`src/shared/ssp_cfg.svh`:
```
// Register map, field positions, reset values and clock divides
`ifndef SSP_CFG_SVH
`define SSP_CFG_SVH

// Register indexes; byte address is four times the index
`define SSP_IDX_CTRL_A   10'h190
`define SSP_IDX_CTRL_B   10'h191
`define SSP_IDX_BUF      10'h18C
`define SSP_IDX_BAUD     10'h18D
`define SSP_IDX_STAT     10'h18E

// Control A fields
`define SSP_A_OVF        6
`define SSP_A_EN         5
`define SSP_A_CKP        4
// Control B fields
`define SSP_B_GENERAL_CALL_ENABLE       7
`define SSP_B_ACK_RECEIVED_STATUS    6
`define SSP_B_ACK_VALUE_TO_SEND      5
`define SSP_B_ACK_SEQUENCE_START      4
`define SSP_B_HOST_RECEIVE_ENABLE       3
`define SSP_B_PEN        2
`define SSP_B_RESTART_SEQUENCE_START       1
`define SSP_B_SEN        0
// Status fields
`define SSP_S_BF         0
`define SSP_S_BUSY       1

// Reset values
`define SSP_RST_CTRL     8'h00
`define SSP_RST_BAUD     8'h00

// Oscillator divides of the fixed SPI host rates
`define SSP_SYSTEM_OSCILLATOR_FREQ_DIV4    4
`define SSP_SYSTEM_OSCILLATOR_FREQ_DIV16   16
`define SSP_SYSTEM_OSCILLATOR_FREQ_DIV64   64
// Longest start sequence, four quarters at the widest divider, plus margin
`define SSP_START_MAX    11'h406
`endif

```
`src/shared/ssp_pkg.sv`:
```
// Types shared by the serial port control block
package ssp_pkg;
  // Port mode codes
  typedef enum logic [3:0] {
    SSP_SPI_H_DIV4  = 4'h0,
    SSP_SPI_H_DIV16 = 4'h1,
    SSP_SPI_H_DIV64 = 4'h2,
    SSP_SPI_H_TMR   = 4'h3,
    SSP_SPI_C_SEL   = 4'h4,
    SSP_SPI_C_FREE  = 4'h5,
    SSP_I2C_C7      = 4'h6,
    SSP_I2C_C10     = 4'h7,
    SSP_I2C_H       = 4'h8,
    SSP_RSV_9       = 4'h9,
    SSP_SPI_H_BAUD  = 4'hA,
    SSP_I2C_FW      = 4'hB,
    SSP_RSV_C       = 4'hC,
    SSP_RSV_D       = 4'hD,
    SSP_I2C_C7_EV   = 4'hE,
    SSP_I2C_C10_EV  = 4'hF
  } ssp_mode_t;
  // Host sequencer states, Gray along start, send, receive, ack, stop
  typedef enum logic [2:0] {
    SSP_SEQ_IDLE  = 3'b000,
    SSP_SEQ_START = 3'b001,
    SSP_SEQ_XMIT  = 3'b011,
    SSP_SEQ_RECV  = 3'b010,
    SSP_SEQ_ACK   = 3'b110,
    SSP_SEQ_STOP  = 3'b111,
    SSP_SEQ_RSTRT = 3'b101,
    SSP_SEQ_SPI   = 3'b100
  } ssp_seq_t;
  // One pin drive: level and output enable
  typedef struct packed {
    logic out;
    logic oe;
  } ssp_pin_t;
endpackage : ssp_pkg

```
`src/hw/ssp_ctrl.sv`:
```
// Serial port control: APB registers, SPI and I2C host and client
//
// Added by the designer: register access over APB.
`timescale 1ns/10ps
`include "ssp_cfg.svh"
module ssp_ctrl
  import ssp_pkg::*;
(
  input  wire logic        sys_clk_i,
  input  wire logic        rst_n_i,
  input  wire logic        psel_i,
  input  wire logic        penable_i,
  input  wire logic        pwrite_i,
  input  wire logic [11:0] paddr_i,
  input  wire logic [31:0] pwdata_i,
  input  wire logic [3:0]  pstrb_i,
  output logic      [31:0] prdata_o,
  output logic             pready_o,
  output logic             pslverr_o,
  input  wire logic        timer_two_output_i,
  input  wire logic        serial_clock_pin_i,
  input  wire logic        serial_in_pin_i,
  input  wire logic        client_select_pin_n_i,
  input  wire logic        scl_i,
  input  wire logic        sda_i,
  output ssp_pin_t         serial_clock_pin_o,
  output ssp_pin_t         serial_out_pin_o,
  output ssp_pin_t         scl_o,
  output ssp_pin_t         sda_o,
  output logic             port_active_o,
  output logic             cond_event_o
);
  logic        en_ff, ckp_ff, ovf_ff, general_call_enable_ff, ack_received_status_ff, ack_value_to_send_ff;
  ssp_mode_t   mode_ff;
  logic [7:0]  baud_ff, buf_ff, sh_ff, cl_sh_ff, cl_tx_ff;
  logic        bf_ff, host_rx_ff, cl_rx_ff, scl_hold_ff, ack_drv_ff;
  logic        addressed_ff, prev_sck_ff, prev_scl_ff, prev_sda_ff;
  logic        cond_ev_ff;
  ssp_seq_t    seq_ff;
  logic [5:0]  ph_ff;
  logic [3:0]  cl_cnt_ff;
  logic [9:0]  tick_cnt_ff, tick_rel;
  logic [31:0] prdata_ff;
  ssp_pin_t    sck_ff, sdo_ff, scl_ff, sda_ff;
  logic        hit_a, hit_b, hit_buf, hit_baud, hit_stat, hit_any;
  logic        wr, wr_a, wr_b, wr_buf, wr_baud, rd_buf;
  logic        spi_host, spi_cli, i2c_host, i2c_cli, busy, tick;
  logic        scl_low_h, sda_low_h, seq_last, cl_sel, match;
  logic [7:0]  rd_val, ctrl_a_val, ctrl_b_val;

  // Mode classes, all gated by the enable bit
  always_comb begin
    spi_host = en_ff && (mode_ff inside {SSP_SPI_H_DIV4, SSP_SPI_H_DIV16,
               SSP_SPI_H_DIV64, SSP_SPI_H_TMR, SSP_SPI_H_BAUD});
    spi_cli  = en_ff && (mode_ff inside {SSP_SPI_C_SEL, SSP_SPI_C_FREE});
    i2c_host = en_ff && (mode_ff inside {SSP_I2C_H, SSP_I2C_FW});
    i2c_cli  = en_ff && (mode_ff inside {SSP_I2C_C7, SSP_I2C_C10,
               SSP_I2C_C7_EV, SSP_I2C_C10_EV});
    busy     = (seq_ff != SSP_SEQ_IDLE);
  end

  // Address decode; each register owns one aligned word
  always_comb begin
    hit_a = 1'b0; hit_b = 1'b0; hit_buf = 1'b0;
    hit_baud = 1'b0; hit_stat = 1'b0;
    if (paddr_i == {`SSP_IDX_CTRL_A, 2'b00}) hit_a = 1'b1;
    else if (paddr_i == {`SSP_IDX_CTRL_B, 2'b00}) hit_b = 1'b1;
    else if (paddr_i == {`SSP_IDX_BUF, 2'b00}) hit_buf = 1'b1;
    else if (paddr_i == {`SSP_IDX_BAUD, 2'b00}) hit_baud = 1'b1;
    else if (paddr_i == {`SSP_IDX_STAT, 2'b00}) hit_stat = 1'b1;
    hit_any = hit_a | hit_b | hit_buf | hit_baud | hit_stat;
    wr      = psel_i && penable_i && pwrite_i && pstrb_i[0];
    wr_a    = wr && hit_a;
    wr_b    = wr && hit_b;
    wr_buf  = wr && hit_buf;
    wr_baud = wr && hit_baud;
    rd_buf  = psel_i && penable_i && !pwrite_i && hit_buf;
  end

  // Zero wait states; unmapped words answer with an error
  assign pready_o  = 1'b1;
  assign pslverr_o = psel_i && penable_i && !hit_any;
  assign prdata_o  = prdata_ff;

  // Trigger bits read back as the sequence in flight
  always_comb begin
    ctrl_a_val = {1'b0, ovf_ff, en_ff, ckp_ff, mode_ff};
    ctrl_b_val = {general_call_enable_ff, ack_received_status_ff, ack_value_to_send_ff,
                  seq_ff == SSP_SEQ_ACK, seq_ff == SSP_SEQ_RECV,
                  seq_ff == SSP_SEQ_STOP, seq_ff == SSP_SEQ_RSTRT,
                  seq_ff == SSP_SEQ_START};
    rd_val = 8'h00;
    if (hit_a) rd_val = ctrl_a_val;
    else if (hit_b) rd_val = ctrl_b_val;
    else if (hit_buf) rd_val = buf_ff;
    else if (hit_baud) rd_val = baud_ff;
    else if (hit_stat) rd_val = {6'h00, busy, bf_ff};
  end

  // Read data captured in the setup cycle, held for the access
  always_ff @(posedge sys_clk_i) begin
    if (!rst_n_i) prdata_ff <= 32'h0000_0000;
    else if (psel_i && !penable_i) prdata_ff <= {24'h00_0000, rd_val};
  end

  // Control A and B plain fields and the divider
  always_ff @(posedge sys_clk_i) begin
    if (!rst_n_i) begin
      en_ff    <= 1'b0;
      ckp_ff   <= 1'b0;
      mode_ff  <= ssp_mode_t'(4'(`SSP_RST_CTRL));
      general_call_enable_ff  <= 1'b0;
      ack_value_to_send_ff <= 1'b0;
      baud_ff  <= `SSP_RST_BAUD;
    end else begin
      if (wr_a) begin
        en_ff   <= pwdata_i[`SSP_A_EN];
        ckp_ff  <= pwdata_i[`SSP_A_CKP];
        mode_ff <= ssp_mode_t'(pwdata_i[3:0]);
      end
      if (wr_b) begin
        general_call_enable_ff  <= pwdata_i[`SSP_B_GENERAL_CALL_ENABLE];
        ack_value_to_send_ff <= pwdata_i[`SSP_B_ACK_VALUE_TO_SEND];
      end
      if (wr_baud) baud_ff <= pwdata_i[7:0];
    end
  end

  // Half or quarter bit period, in oscillator cycles minus one
  always_comb begin
    case (mode_ff)
      SSP_SPI_H_DIV4:  tick_rel = 10'(`SSP_SYSTEM_OSCILLATOR_FREQ_DIV4 / 2 - 1);
      SSP_SPI_H_DIV16: tick_rel = 10'(`SSP_SYSTEM_OSCILLATOR_FREQ_DIV16 / 2 - 1);
      SSP_SPI_H_DIV64: tick_rel = 10'(`SSP_SYSTEM_OSCILLATOR_FREQ_DIV64 / 2 - 1);
      SSP_SPI_H_BAUD:  tick_rel = {1'b0, baud_ff, 1'b1};
      default:         tick_rel = {2'b00, baud_ff};
    endcase
  end

  // Period counter restarts whenever the sequencer rests
  always_ff @(posedge sys_clk_i) begin
    if (!rst_n_i) tick_cnt_ff <= 10'h000;
    else if (!busy || tick_cnt_ff == 10'h000) tick_cnt_ff <= tick_rel;
    else tick_cnt_ff <= tick_cnt_ff - 10'h001;
  end
  assign tick = (mode_ff == SSP_SPI_H_TMR) ? timer_two_output_i
                                           : (tick_cnt_ff == 10'h000);

  // I2C host line shapes per quarter of each phase
  always_comb begin
    scl_low_h = (ph_ff[1:0] == 2'd0) || (ph_ff[1:0] == 2'd3);
    sda_low_h = 1'b0;
    seq_last  = (ph_ff == 6'd3);
    case (seq_ff)
      SSP_SEQ_START: begin
        sda_low_h = (ph_ff != 6'd0);
        scl_low_h = (ph_ff >= 6'd2);
      end
      SSP_SEQ_RSTRT: begin
        sda_low_h = (ph_ff >= 6'd2);
      end
      SSP_SEQ_STOP: begin
        sda_low_h = (ph_ff <= 6'd1);
        scl_low_h = (ph_ff == 6'd0);
      end
      SSP_SEQ_ACK: sda_low_h = !ack_value_to_send_ff;
      SSP_SEQ_XMIT: begin
        sda_low_h = (ph_ff[5:2] < 4'd8) && !sh_ff[7];
        seq_last  = (ph_ff == 6'd35);
      end
      SSP_SEQ_RECV: seq_last = (ph_ff == 6'd31);
      SSP_SEQ_SPI:  seq_last = (ph_ff == 6'd15);
      default: ;
    endcase
  end

  // Host sequencer; one launch at a time, nothing queued
  always_ff @(posedge sys_clk_i) begin
    if (!rst_n_i || !en_ff) begin
      seq_ff      <= SSP_SEQ_IDLE;
      ph_ff       <= 6'd0;
      sh_ff       <= 8'h00;
      ack_received_status_ff  <= 1'b0;
      host_rx_ff  <= 1'b0;
      scl_hold_ff <= 1'b0;
    end else begin
      host_rx_ff <= 1'b0;
      if (seq_ff == SSP_SEQ_IDLE) begin
        ph_ff <= 6'd0;
        if (wr_buf && (spi_host || i2c_host)) begin
          sh_ff  <= pwdata_i[7:0];
          seq_ff <= spi_host ? SSP_SEQ_SPI : SSP_SEQ_XMIT;
        end else if (wr_b && i2c_host) begin
          if (pwdata_i[`SSP_B_SEN]) seq_ff <= SSP_SEQ_START;
          else if (pwdata_i[`SSP_B_RESTART_SEQUENCE_START]) seq_ff <= SSP_SEQ_RSTRT;
          else if (pwdata_i[`SSP_B_PEN]) seq_ff <= SSP_SEQ_STOP;
          else if (pwdata_i[`SSP_B_ACK_SEQUENCE_START]) seq_ff <= SSP_SEQ_ACK;
          else if (pwdata_i[`SSP_B_HOST_RECEIVE_ENABLE]) seq_ff <= SSP_SEQ_RECV;
        end
      end else if (tick) begin
        ph_ff <= ph_ff + 6'd1;
        if (seq_ff == SSP_SEQ_SPI && ph_ff[0])
          sh_ff <= {sh_ff[6:0], serial_in_pin_i};
        if (seq_ff == SSP_SEQ_XMIT && ph_ff == 6'd34)
          ack_received_status_ff <= sda_i;
        if (seq_ff == SSP_SEQ_XMIT && ph_ff[1:0] == 2'd3)
          sh_ff <= {sh_ff[6:0], 1'b0};
        if (seq_ff == SSP_SEQ_RECV && ph_ff[1:0] == 2'd2)
          sh_ff <= {sh_ff[6:0], sda_i};
        if (seq_last) begin
          seq_ff     <= SSP_SEQ_IDLE;
          host_rx_ff <= (seq_ff == SSP_SEQ_RECV) ||
                        (seq_ff == SSP_SEQ_SPI);
          scl_hold_ff <= (seq_ff != SSP_SEQ_STOP) &&
                         (seq_ff != SSP_SEQ_SPI);
        end
      end
    end
  end

  // Client address match, own address kept in the divider
  always_comb begin
    if (mode_ff == SSP_I2C_C10 || mode_ff == SSP_I2C_C10_EV)
      match = (cl_sh_ff[7:3] == 5'b11110) &&
              (cl_sh_ff[2:1] == baud_ff[2:1]);
    else
      match = (cl_sh_ff[7:1] == baud_ff[7:1]);
    match = match || (general_call_enable_ff && cl_sh_ff == 8'h00);
  end
  assign cl_sel = (mode_ff == SSP_SPI_C_FREE) || !client_select_pin_n_i;

  // Client receivers; inputs arrive synchronous to the clock
  always_ff @(posedge sys_clk_i) begin
    if (!rst_n_i || !en_ff) begin
      cl_sh_ff     <= 8'h00;
      cl_cnt_ff    <= 4'd0;
      cl_rx_ff     <= 1'b0;
      cl_tx_ff     <= 8'h00;
      ack_drv_ff   <= 1'b0;
      addressed_ff <= 1'b0;
      cond_ev_ff   <= 1'b0;
      prev_sck_ff  <= 1'b0;
      prev_scl_ff  <= 1'b1;
      prev_sda_ff  <= 1'b1;
    end else begin
      prev_sck_ff <= serial_clock_pin_i;
      prev_scl_ff <= scl_i;
      prev_sda_ff <= sda_i;
      cl_rx_ff    <= 1'b0;
      cond_ev_ff  <= 1'b0;
      if (wr_buf && spi_cli) cl_tx_ff <= pwdata_i[7:0];
      if (spi_cli) begin
        if (!cl_sel) cl_cnt_ff <= 4'd0;
        else if (prev_sck_ff == ckp_ff && serial_clock_pin_i != ckp_ff)
        begin
          cl_sh_ff  <= {cl_sh_ff[6:0], serial_in_pin_i};
          cl_cnt_ff <= (cl_cnt_ff == 4'd7) ? 4'd0 : cl_cnt_ff + 4'd1;
          cl_rx_ff  <= (cl_cnt_ff == 4'd7);
        end else if (prev_sck_ff != ckp_ff &&
                     serial_clock_pin_i == ckp_ff)
          cl_tx_ff <= {cl_tx_ff[6:0], 1'b0};
      end else if (i2c_cli) begin
        if (prev_scl_ff && scl_i && prev_sda_ff != sda_i) begin
          // Start or stop resets the byte framing
          cl_cnt_ff    <= 4'd0;
          addressed_ff <= 1'b0;
          ack_drv_ff   <= 1'b0;
          cond_ev_ff   <= (mode_ff == SSP_I2C_C7_EV) ||
                          (mode_ff == SSP_I2C_C10_EV);
        end else if (!prev_scl_ff && scl_i && cl_cnt_ff < 4'd8) begin
          cl_sh_ff  <= {cl_sh_ff[6:0], sda_i};
          cl_cnt_ff <= cl_cnt_ff + 4'd1;
        end else if (prev_scl_ff && !scl_i) begin
          if (cl_cnt_ff == 4'd8) begin
            cl_cnt_ff <= 4'd9;
            if (!addressed_ff) begin
              ack_drv_ff   <= match;
              addressed_ff <= match;
            end else begin
              ack_drv_ff <= 1'b1;
              cl_rx_ff   <= 1'b1;
            end
          end else if (cl_cnt_ff == 4'd9) begin
            cl_cnt_ff  <= 4'd0;
            ack_drv_ff <= 1'b0;
          end
        end
      end
    end
  end

  // Shift data buffer, full flag and overrun flag
  always_ff @(posedge sys_clk_i) begin
    if (!rst_n_i) begin
      buf_ff <= 8'h00;
      bf_ff  <= 1'b0;
      ovf_ff <= 1'b0;
    end else begin
      // Set wins over a software clear in the same cycle
      if (cl_rx_ff && bf_ff && (spi_cli || i2c_cli))
        ovf_ff <= 1'b1;
      else if (wr_a)
        ovf_ff <= pwdata_i[`SSP_A_OVF];
      if (!en_ff)
        bf_ff <= 1'b0;
      else if (host_rx_ff) begin
        buf_ff <= sh_ff;
        bf_ff  <= 1'b1;
      end else if (cl_rx_ff && !bf_ff) begin
        buf_ff <= cl_sh_ff;
        bf_ff  <= 1'b1;
      end else if (cl_rx_ff) begin
        // Full buffer keeps the unread byte
        bf_ff <= 1'b1;
      end else begin
        if (rd_buf) bf_ff <= 1'b0;
        if (wr_buf && !busy) buf_ff <= pwdata_i[7:0];
      end
    end
  end

  // Pin drives, registered; all enables drop when disabled
  always_ff @(posedge sys_clk_i) begin
    if (!rst_n_i) begin
      sck_ff <= '0;
      sdo_ff <= '0;
      scl_ff <= '0;
      sda_ff <= '0;
    end else begin
      sck_ff.out <= ckp_ff ^ (seq_ff == SSP_SEQ_SPI && ph_ff[0]);
      sck_ff.oe  <= spi_host;
      sdo_ff.out <= spi_host ? sh_ff[7] : cl_tx_ff[7];
      sdo_ff.oe  <= spi_host || (spi_cli && cl_sel);
      scl_ff.out <= 1'b0;
      scl_ff.oe  <= (i2c_cli && !ckp_ff) ||
                    (i2c_host && (busy ? scl_low_h : scl_hold_ff));
      sda_ff.out <= 1'b0;
      sda_ff.oe  <= (i2c_host && busy && sda_low_h) ||
                    (i2c_cli && ack_drv_ff);
    end
  end

  assign serial_clock_pin_o = sck_ff;
  assign serial_out_pin_o   = sdo_ff;
  assign scl_o              = scl_ff;
  assign sda_o              = sda_ff;
  assign port_active_o      = en_ff;
  assign cond_event_o       = cond_ev_ff;

  // Checks on the control behaviour
  AST_OVF_SET: assert property (@(posedge sys_clk_i) disable iff (!rst_n_i)
    cl_rx_ff && bf_ff && (spi_cli || i2c_cli) |=> ovf_ff)
    else $error("overrun not raised on full buffer");
  AST_HOST_NO_OVF: assert property (@(posedge sys_clk_i)
    disable iff (!rst_n_i)
    (spi_host || i2c_host) && !ovf_ff && !wr_a |=> !ovf_ff)
    else $error("overrun raised in host mode");
  AST_PINS_FREE: assert property (@(posedge sys_clk_i) disable iff (!rst_n_i)
    !en_ff ##1 !en_ff |-> !sck_ff.oe && !sdo_ff.oe && !scl_ff.oe
    && !sda_ff.oe)
    else $error("pin driven while port disabled");
  AST_IDLE_CLK: assert property (@(posedge sys_clk_i) disable iff (!rst_n_i)
    spi_host && !busy |=> sck_ff.oe && sck_ff.out == $past(ckp_ff))
    else $error("idle clock level wrong");
  AST_STRETCH: assert property (@(posedge sys_clk_i) disable iff (!rst_n_i)
    i2c_cli && !ckp_ff |=> scl_ff.oe && !scl_ff.out)
    else $error("client clock not stretched");
  // Age of a start sequence; a counter keeps the bound cheap to check
  logic [10:0] start_age_ff;
  always_ff @(posedge sys_clk_i) begin
    if (!rst_n_i || seq_ff != SSP_SEQ_START) start_age_ff <= 11'h000;
    else if (start_age_ff != 11'h7FF) start_age_ff <= start_age_ff + 11'h001;
  end
  AST_START_DONE: assert property (@(posedge sys_clk_i)
    disable iff (!rst_n_i)
    start_age_ff <= `SSP_START_MAX)
    else $error("start bit not cleared");
  AST_BUSY_LOCK: assert property (@(posedge sys_clk_i)
    disable iff (!rst_n_i)
    busy && wr_buf && !host_rx_ff && !cl_rx_ff && en_ff |=> $stable(buf_ff)
    && seq_ff == $past(seq_ff) || seq_ff == SSP_SEQ_IDLE)
    else $error("buffer written while busy");
  AST_ACK_STAT: assert property (@(posedge sys_clk_i)
    disable iff (!rst_n_i)
    en_ff && seq_ff == SSP_SEQ_XMIT && tick && ph_ff == 6'd34
    |=> ack_received_status_ff == $past(sda_i) ##1 seq_ff != SSP_SEQ_IDLE
    || ph_ff == 6'd35)
    else $error("ack status not recorded");
  AST_SEL_GATE: assert property (@(posedge sys_clk_i)
    disable iff (!rst_n_i)
    spi_cli && mode_ff == SSP_SPI_C_SEL && client_select_pin_n_i
    |=> cl_cnt_ff == 4'd0 && !cl_rx_ff)
    else $error("deselected client still counting");
endmodule : ssp_ctrl

```
`config.mk`:
```
export PLATFORM = sky130hd
export DESIGN_NAME = ssp_ctrl
export DESIGN_NICKNAME = d
export VERILOG_FILES = /design/src/shared/ssp_pkg.sv /design/src/hw/ssp_ctrl.sv
export VERILOG_INCLUDE_DIRS = /design/src /design/src/shared
export SDC_FILE = /design/constraint.sdc
export NUM_CORES = 1
export LEC_CHECK = 0
export BUFFER_PORTS_ARGS = -buffer_cell sky130_fd_sc_hd__buf_2
export CAP_MARGIN = 20
export CORE_UTILIZATION = 45
export DETAILED_ROUTE_END_ITERATION = 10
export GPL_TIMING_DRIVEN = 0
export PLACE_DENSITY = 0.7
export SLEW_MARGIN = 40
export SYNTH_ARGS = -nofsm -noshare
export SYNTH_HDL_FRONTEND = slang
export SYNTH_SLANG_ARGS = --single-unit
```
`constraint.sdc`:
```
create_clock -name sys_clk_i -period 3.6 [get_ports sys_clk_i]
set_clock_uncertainty 0.15 [all_clocks]
set_input_delay 0.72 -clock sys_clk_i [delete_from_list [all_inputs] [get_ports sys_clk_i]]
set_output_delay 0.72 -clock sys_clk_i [all_outputs]
set_load 0.005 [all_outputs]
```
; ---- Word level (Yosys, flattened, before mapping)
; Index checks and enable logic that the tools add are counted.
[word_totals]
ff_bits = 99
in_bits = 59
output_inout_bits = 44
wordCells = 309
[classes]
addsub = 3
n_lt_le_gt_ge = 4
eq_ne = 53
n_mux = 96
bitwise = 11
reduce_logical = 107
[ops]
columns = cell, count
row1 = 2-to-1 mux 8 bit, 25
row2 = "== test 12 x 11 -> 1 bit, second input constant", 5
row3 = 2-to-1 mux 1 bit, 44
row4 = logical AND 1 bit, 43
row5 = 2-to-1 mux 4 bit, 10
row6 = one-hot mux 9 bit (4 select lines), 1
row7 = 2-to-1 mux 3 bit, 11
row8 = "== test 4 bit, second input constant", 7
row9 = "== test 4 x 3 -> 1 bit, second input constant", 5
row10 = nonzero test 2 bit, 9
row11 = nonzero test 4 bit, 4
row12 = AND reduction 5 bit, 3
row13 = zero test 1 bit, 13
row14 = logical OR 1 bit, 13
row15 = "== test 3 bit, second input constant", 4
row16 = "== test 6 bit, second input constant", 2
row17 = AND reduction 3 bit, 4
row18 = zero test 10 bit, 1
row19 = 2-to-1 mux 10 bit, 1
row20 = nonzero test 5 bit, 2
row21 = "subtractor 10 x 1 -> 10 bit, second input constant", 1
row22 = nonzero test 3 bit, 3
row23 = "== test 4 x 2 -> 1 bit, second input constant", 2
row24 = zero test 8 bit, 1
row25 = 39 further kinds, 60

; ---- Depth between registers and ports, before layout
[logic_depth]
word_depth = 11
mapped_depth = 9
ltp_nobuf = 8

; ---- Worst setup path after synthesis
; No wires, ideal clock.
[synth_timing]
kind = in2reg
from = input port paddr_i[4]
to = register seq_ff[2]
arrival_ps = 2366
required_ps = 3380
setup_slack_ps = 1014
stages = 6
path_cell_list = nor4b_1 > nand4_1 > or4_1 > and2_1 > a211o_1 > a21oi_1
[synth_between]
elab_chain_len = 8
elab_cells_between_ends = 17
classes_between = eq/ne (5) / mux (7) / reduce/logical (5)
[synth_rtl]
columns = element, line
row1 = from (decl), ssp_ctrl.sv:14  ; input wire logic [11:0] paddr_i,
row2 = == test 12 x 11 -> 1 bit, ssp_ctrl.sv:68  ; else if (paddr_i == {`SSP_IDX_BUF, 2'b00}) hit_buf = 1'b1;
row3 = 2-to-1 mux 1 bit, ssp_ctrl.sv:68
row4 = 2-to-1 mux 1 bit, ssp_ctrl.sv:67  ; else if (paddr_i == {`SSP_IDX_CTRL_B, 2'b00}) hit_b = 1'b1;
row5 = 2-to-1 mux 1 bit, ssp_ctrl.sv:66  ; if (paddr_i == {`SSP_IDX_CTRL_A, 2'b00}) hit_a = 1'b1;
row6 = logical AND 1 bit, ssp_ctrl.sv:75  ; wr_buf = wr && hit_buf;
row7 = logical AND 1 bit, ssp_ctrl.sv:190  ; if (wr_buf && (spi_host || i2c_host)) begin
row8 = "inequality test 7 x 6 -> 1 bit (no source line), or another cell as far along", -
row9 = AND reduction 4 bit (no source line) or 2-to-1 mux 3 bit (tied branches), -
row10 = to (signal assigned), ssp_ctrl.sv:192  ; seq_ff <= spi_host ? SSP_SEQ_SPI : SSP_SEQ_XMIT;
row11 = to (decl), ssp_ctrl.sv:39  ; ssp_seq_t seq_ff;
; Several ways; a longest one is shown, not always the timed one.
; A chain may end at the register's enable or synchronous reset.

; ---- Worst setup path in the final report
[layout_timing]
from = register tick_cnt_ff[0]
to = register seq_ff[2]
[layout_between]
elab_chain_len = 4
[layout_rtl]
columns = element, line
row1 = from (decl), ssp_ctrl.sv:42  ; logic [9:0] tick_cnt_ff, tick_rel;
row2 = from (signal assigned), ssp_ctrl.sv:143  ; else if (!busy || tick_cnt_ff == 10'h000) tick_cnt_ff <= tick_rel;
row3 = from (signal assigned), ssp_ctrl.sv:144  ; else tick_cnt_ff <= tick_cnt_ff - 10'h001;
row4 = zero test 10 bit, ssp_ctrl.sv:147  ; : (tick_cnt_ff == 10'h000);
row5 = 2-to-1 mux 1 bit, ssp_ctrl.sv:146  ; assign tick = (mode_ff == SSP_SPI_H_TMR) ? timer_two_output_i
row6 = nonzero test 2 bit (no source line), -
row7 = AND reduction 4 bit (no source line), -
; No other way between the ends.

==> results.json <==
{
  "drv_cap": 0,
  "fillers": 1175,
  "reg2regPathDepth": 8,
  "status": "completed",
  "area_growth_pct": 15.5,
  "slew_violations": 0,
  "dpl_worst_slack_ns": 0.508,
  "nNetsFinal": 811,
  "io_buffers": 45,
  "gp_congestion": 0.935,
  "clk_latency_ns": 0.36,
  "worstSetupEndpointType": "flop",
  "die_y_um": 114,
  "clockBufferDepth": 2,
  "crit_slowest_cell": "o31ai_4",
  "synth_area_um2": 5620,
  "h-tree-depth": 3,
  "yosys.area.top_type_share": 0.345,
  "max-slew-margin-rel": 0.505,
  "critPathKind": "reg -> reg",
  "ys_seq_area_frac": 0.345,
  "async_reset_ff_frac": 0,
  "path_delay_family": "compound AO/OA/AOI/OAI gates",
  "rows": 40,
  "synth_most_common_cell": "dfxtp_1",
  "peakVddDrop_v": 0.000166,
  "critPathMaxStageDelay_ns": 0.55,
  "clkTransAtPathRegs_ns": 0.07,
  "cts_setup_buffers": 0,
  "reg2reg_from": "tick_cnt_ff[0]",
  "core_area_um2": 12100,
  "cts_hold_buf": 0,
  "crit_arrival_ns": 2.99,
  "ys_seq_elements": 97,
  "crit_start": "tick_cnt_ff[0]",
  "grt_pass1_vias": 4857,
  "synth_top_cell_by_area": "dfxtp_1",
  "place_hpwl_mm": 12.2,
  "netlist_top_cells_area": "dfxtp_1 (35%), mux2i_1 (11%), nor2b_1 (3.9%), buf_4 (3.6%), nor2_1 (3.5%)",
  "crit_fanout": 10,
  "rsz0062_at_grt": "no",
  "cp-start-kind": "flop",
  "netlist-cell-type-count": 66,
  "start_util": 0.464,
  "clkSinkCount": 97,
  "path_depth": 8,
  "grt_pass1_wl_mm": 25.5,
  "r2r_slack_ns": 0.75,
  "period_share": 0.792,
  "route.detailed.drc": 0,
  "hold_viol": 0,
  "synth-edff-count": 0,
  "finalSetupViolCount": 0,
  "cp_cell_sequence": "inv_1, ha_1, or4b_4, nand2b_4, o31ai_4, o2111ai_4, a211o_1, a21oi_1",
  "drt_pass1_iterations": 5,
  "fin_ws_ns": 0.748,
  "drive_gt1_frac": 0.142,
  "cts-root-buf": "clkbuf_16",
  "io-pin-count": 103,
  "grt_start_max_net_pins": 17,
  "synthCells": 662,
  "antenna-diode-count": 0,
  "worstMarginPinSlew_ns": 0.732,
  "synth_area_per_cell_um2": 8.50,
  "cts_tree": "done",
  "yosys_warnings": 0,
  "vias": 5325,
  "grt-ovfl-total": 0,
  "fin_crit_ns": 2.85,
  "post_drt_wl_per_cell_um": 17.9,
  "r2r_end": "seq_ff[2]",
  "crit_required_ns": 3.73,
  "fmax_mhz": 351,
  "via_per_inst": 5.81,
  "holdCritPathClass": "reg -> reg",
  "drt_iter0_markers": 501,
  "numCtsBuffers": 9,
  "grt_usage": 0.261,
  "netlist_top_cells_count": "dfxtp_1 (97), mux2i_1 (61), nor2_1 (53), nand2_1 (51)",
  "cts_repair_resize_count": 0,
  "die_w_um": 114,
  "antenna_found_initial": 0,
  "ant_nets": 0,
  "cp-endpoint": "seq_ff[2]",
  "crit_buf_inv": 1,
  "power_leakage_nw": 2.62,
  "drt_wl_total_mm": 16.4,
  "pwr_density_cell_nw_per_um2": 352,
  "die_area_um2": 12900,
  "tns_ns": 0,
  "synth_top_flop_cell": "dfxtp_1"
}
==> placed cells by master (no fill, tap or decap), types with 7 or more instances in the layout <==
cell type | synthesis | layout
nor2_1 | 53 | 52
o31ai_1 | 11 | 11
nand2b_1 | 16 | 16
inv_1 | 10 | 10
a211oi_1 | 8 | 8
a31oi_1 | 12 | 12
dfxtp_1 | 97 | 97
a21oi_1 | 19 | 19
clkbuf_1 | 35 | 35
mux2i_1 | 61 | 61
xnor2_1 | 7 | 7
buf_2 | 1 | 46
nand2_1 | 51 | 51
nor3_1 | 12 | 12
nand3_1 | 24 | 24
nor4_1 | 8 | 8
o211a_1 | 7 | 7
clkbuf_16 | 0 | 9
a222oi_1 | 7 | 7
nor2b_1 | 35 | 35
conb_1 | 2 | 27
xor2_1 | 15 | 15
and3_1 | 11 | 11
ha_1 | 9 | 9
o21ai_0 | 32 | 32
nand4_1 | 12 | 12
buf_4 | 27 | 27
==> worst min-delay path by stage <==
stage                            start  slack (ns)           end  cells after the start
after global routing       scl_hold_ff        0.34   scl_hold_ff                      2
after global placement     scl_hold_ff        0.30   scl_hold_ff                      2
after CTS                 addressed_ff        0.33  addressed_ff                      2
final                     addressed_ff        0.33  addressed_ff                      2
after detailed placement  addressed_ff        0.31  addressed_ff                      2
after floorplan            scl_hold_ff        0.28   scl_hold_ff                      2
==> per-stage QoR <==
step	total power [W]	util	area [µm²]	std cells	hold WS (ns)
final	0.00229	0.536	6490	916	0.326
after global routing	0.00235	0.536	6490	916	0.344
after CTS	0.00229	0.535	6480	916	0.325
after detailed placement	0.00124	0.508	6150	900	0.314
after global placement	0.00124	0.508	6150	900	0.300
after floorplan	0.00119	-	5720	687	0.282
==> flip-flops by register name (all words and copies together) (netlist names), 2 cells and up <==
signal,flops
tick_cnt_ff,10
baud_ff,8
buf_ff,8
cl_sh_ff,8
cl_tx_ff,8
prdata_o,8
sh_ff,8
ph_ff,6
cl_cnt_ff,4
mode_ff,4
seq_ff,3
serial_clock_pin_o,2
serial_out_pin_o,2
==> layer usage <==
layer	up-vias	track usage	part of all wire	routed length (µm)
met5	-	0	0	0
met4	0	0.123	0.038	614
met3	43	0.0537	0.068	1120
met2	238	0.422	0.46	7510
met1	2535	0.333	0.44	7130
li1	2509	-	-	-
==> final cells by class <==
class	count	area, µm²	area share
inverters	10	37.5	0.00578
flip-flops and latches	97	1940	0.299
clock inverters	6	90.1	0.0139
well taps	168	210	0.0324
multi-input cells	515	3400	0.524
repair buffers	45	225	0.0347
plain buffers	65	347	0.0534
clock buffers	10	239	0.0368
==> power by group <==
group / internal (W) / total (W) / leakage [nW] / switching, W
sequential: 0.00108 / 0.00108 / 0.783 / 0.00000287
clock: 0.000630 / 0.00107 / 0.159 / 0.000438
combinational: 0.0000615 / 0.000139 / 1.68 / 0.0000773
==> cells by family after synthesis <==
logic type | after synthesis | share of synthesized area
xor gates and xnor gates | 22 | 0.0343
and+or+nand+nor | 262 | 0.254
other | 2 | 0.00134
DFF | 97 | 0.345
muxes | 61 | 0.109
AOI/OAI and AO/OA | 134 | 0.168
buffers and inverters | 75 | 0.0683
adders and majority gates | 9 | 0.0200
==> tightest hold or removal path, stage by stage, from the launching register on <==
cell,delay [ns]
dfxtp_1,0.32
nand3_1,0.06
nand2_1,0.05
Note: power is estimated with default switching activity, not from simulation.
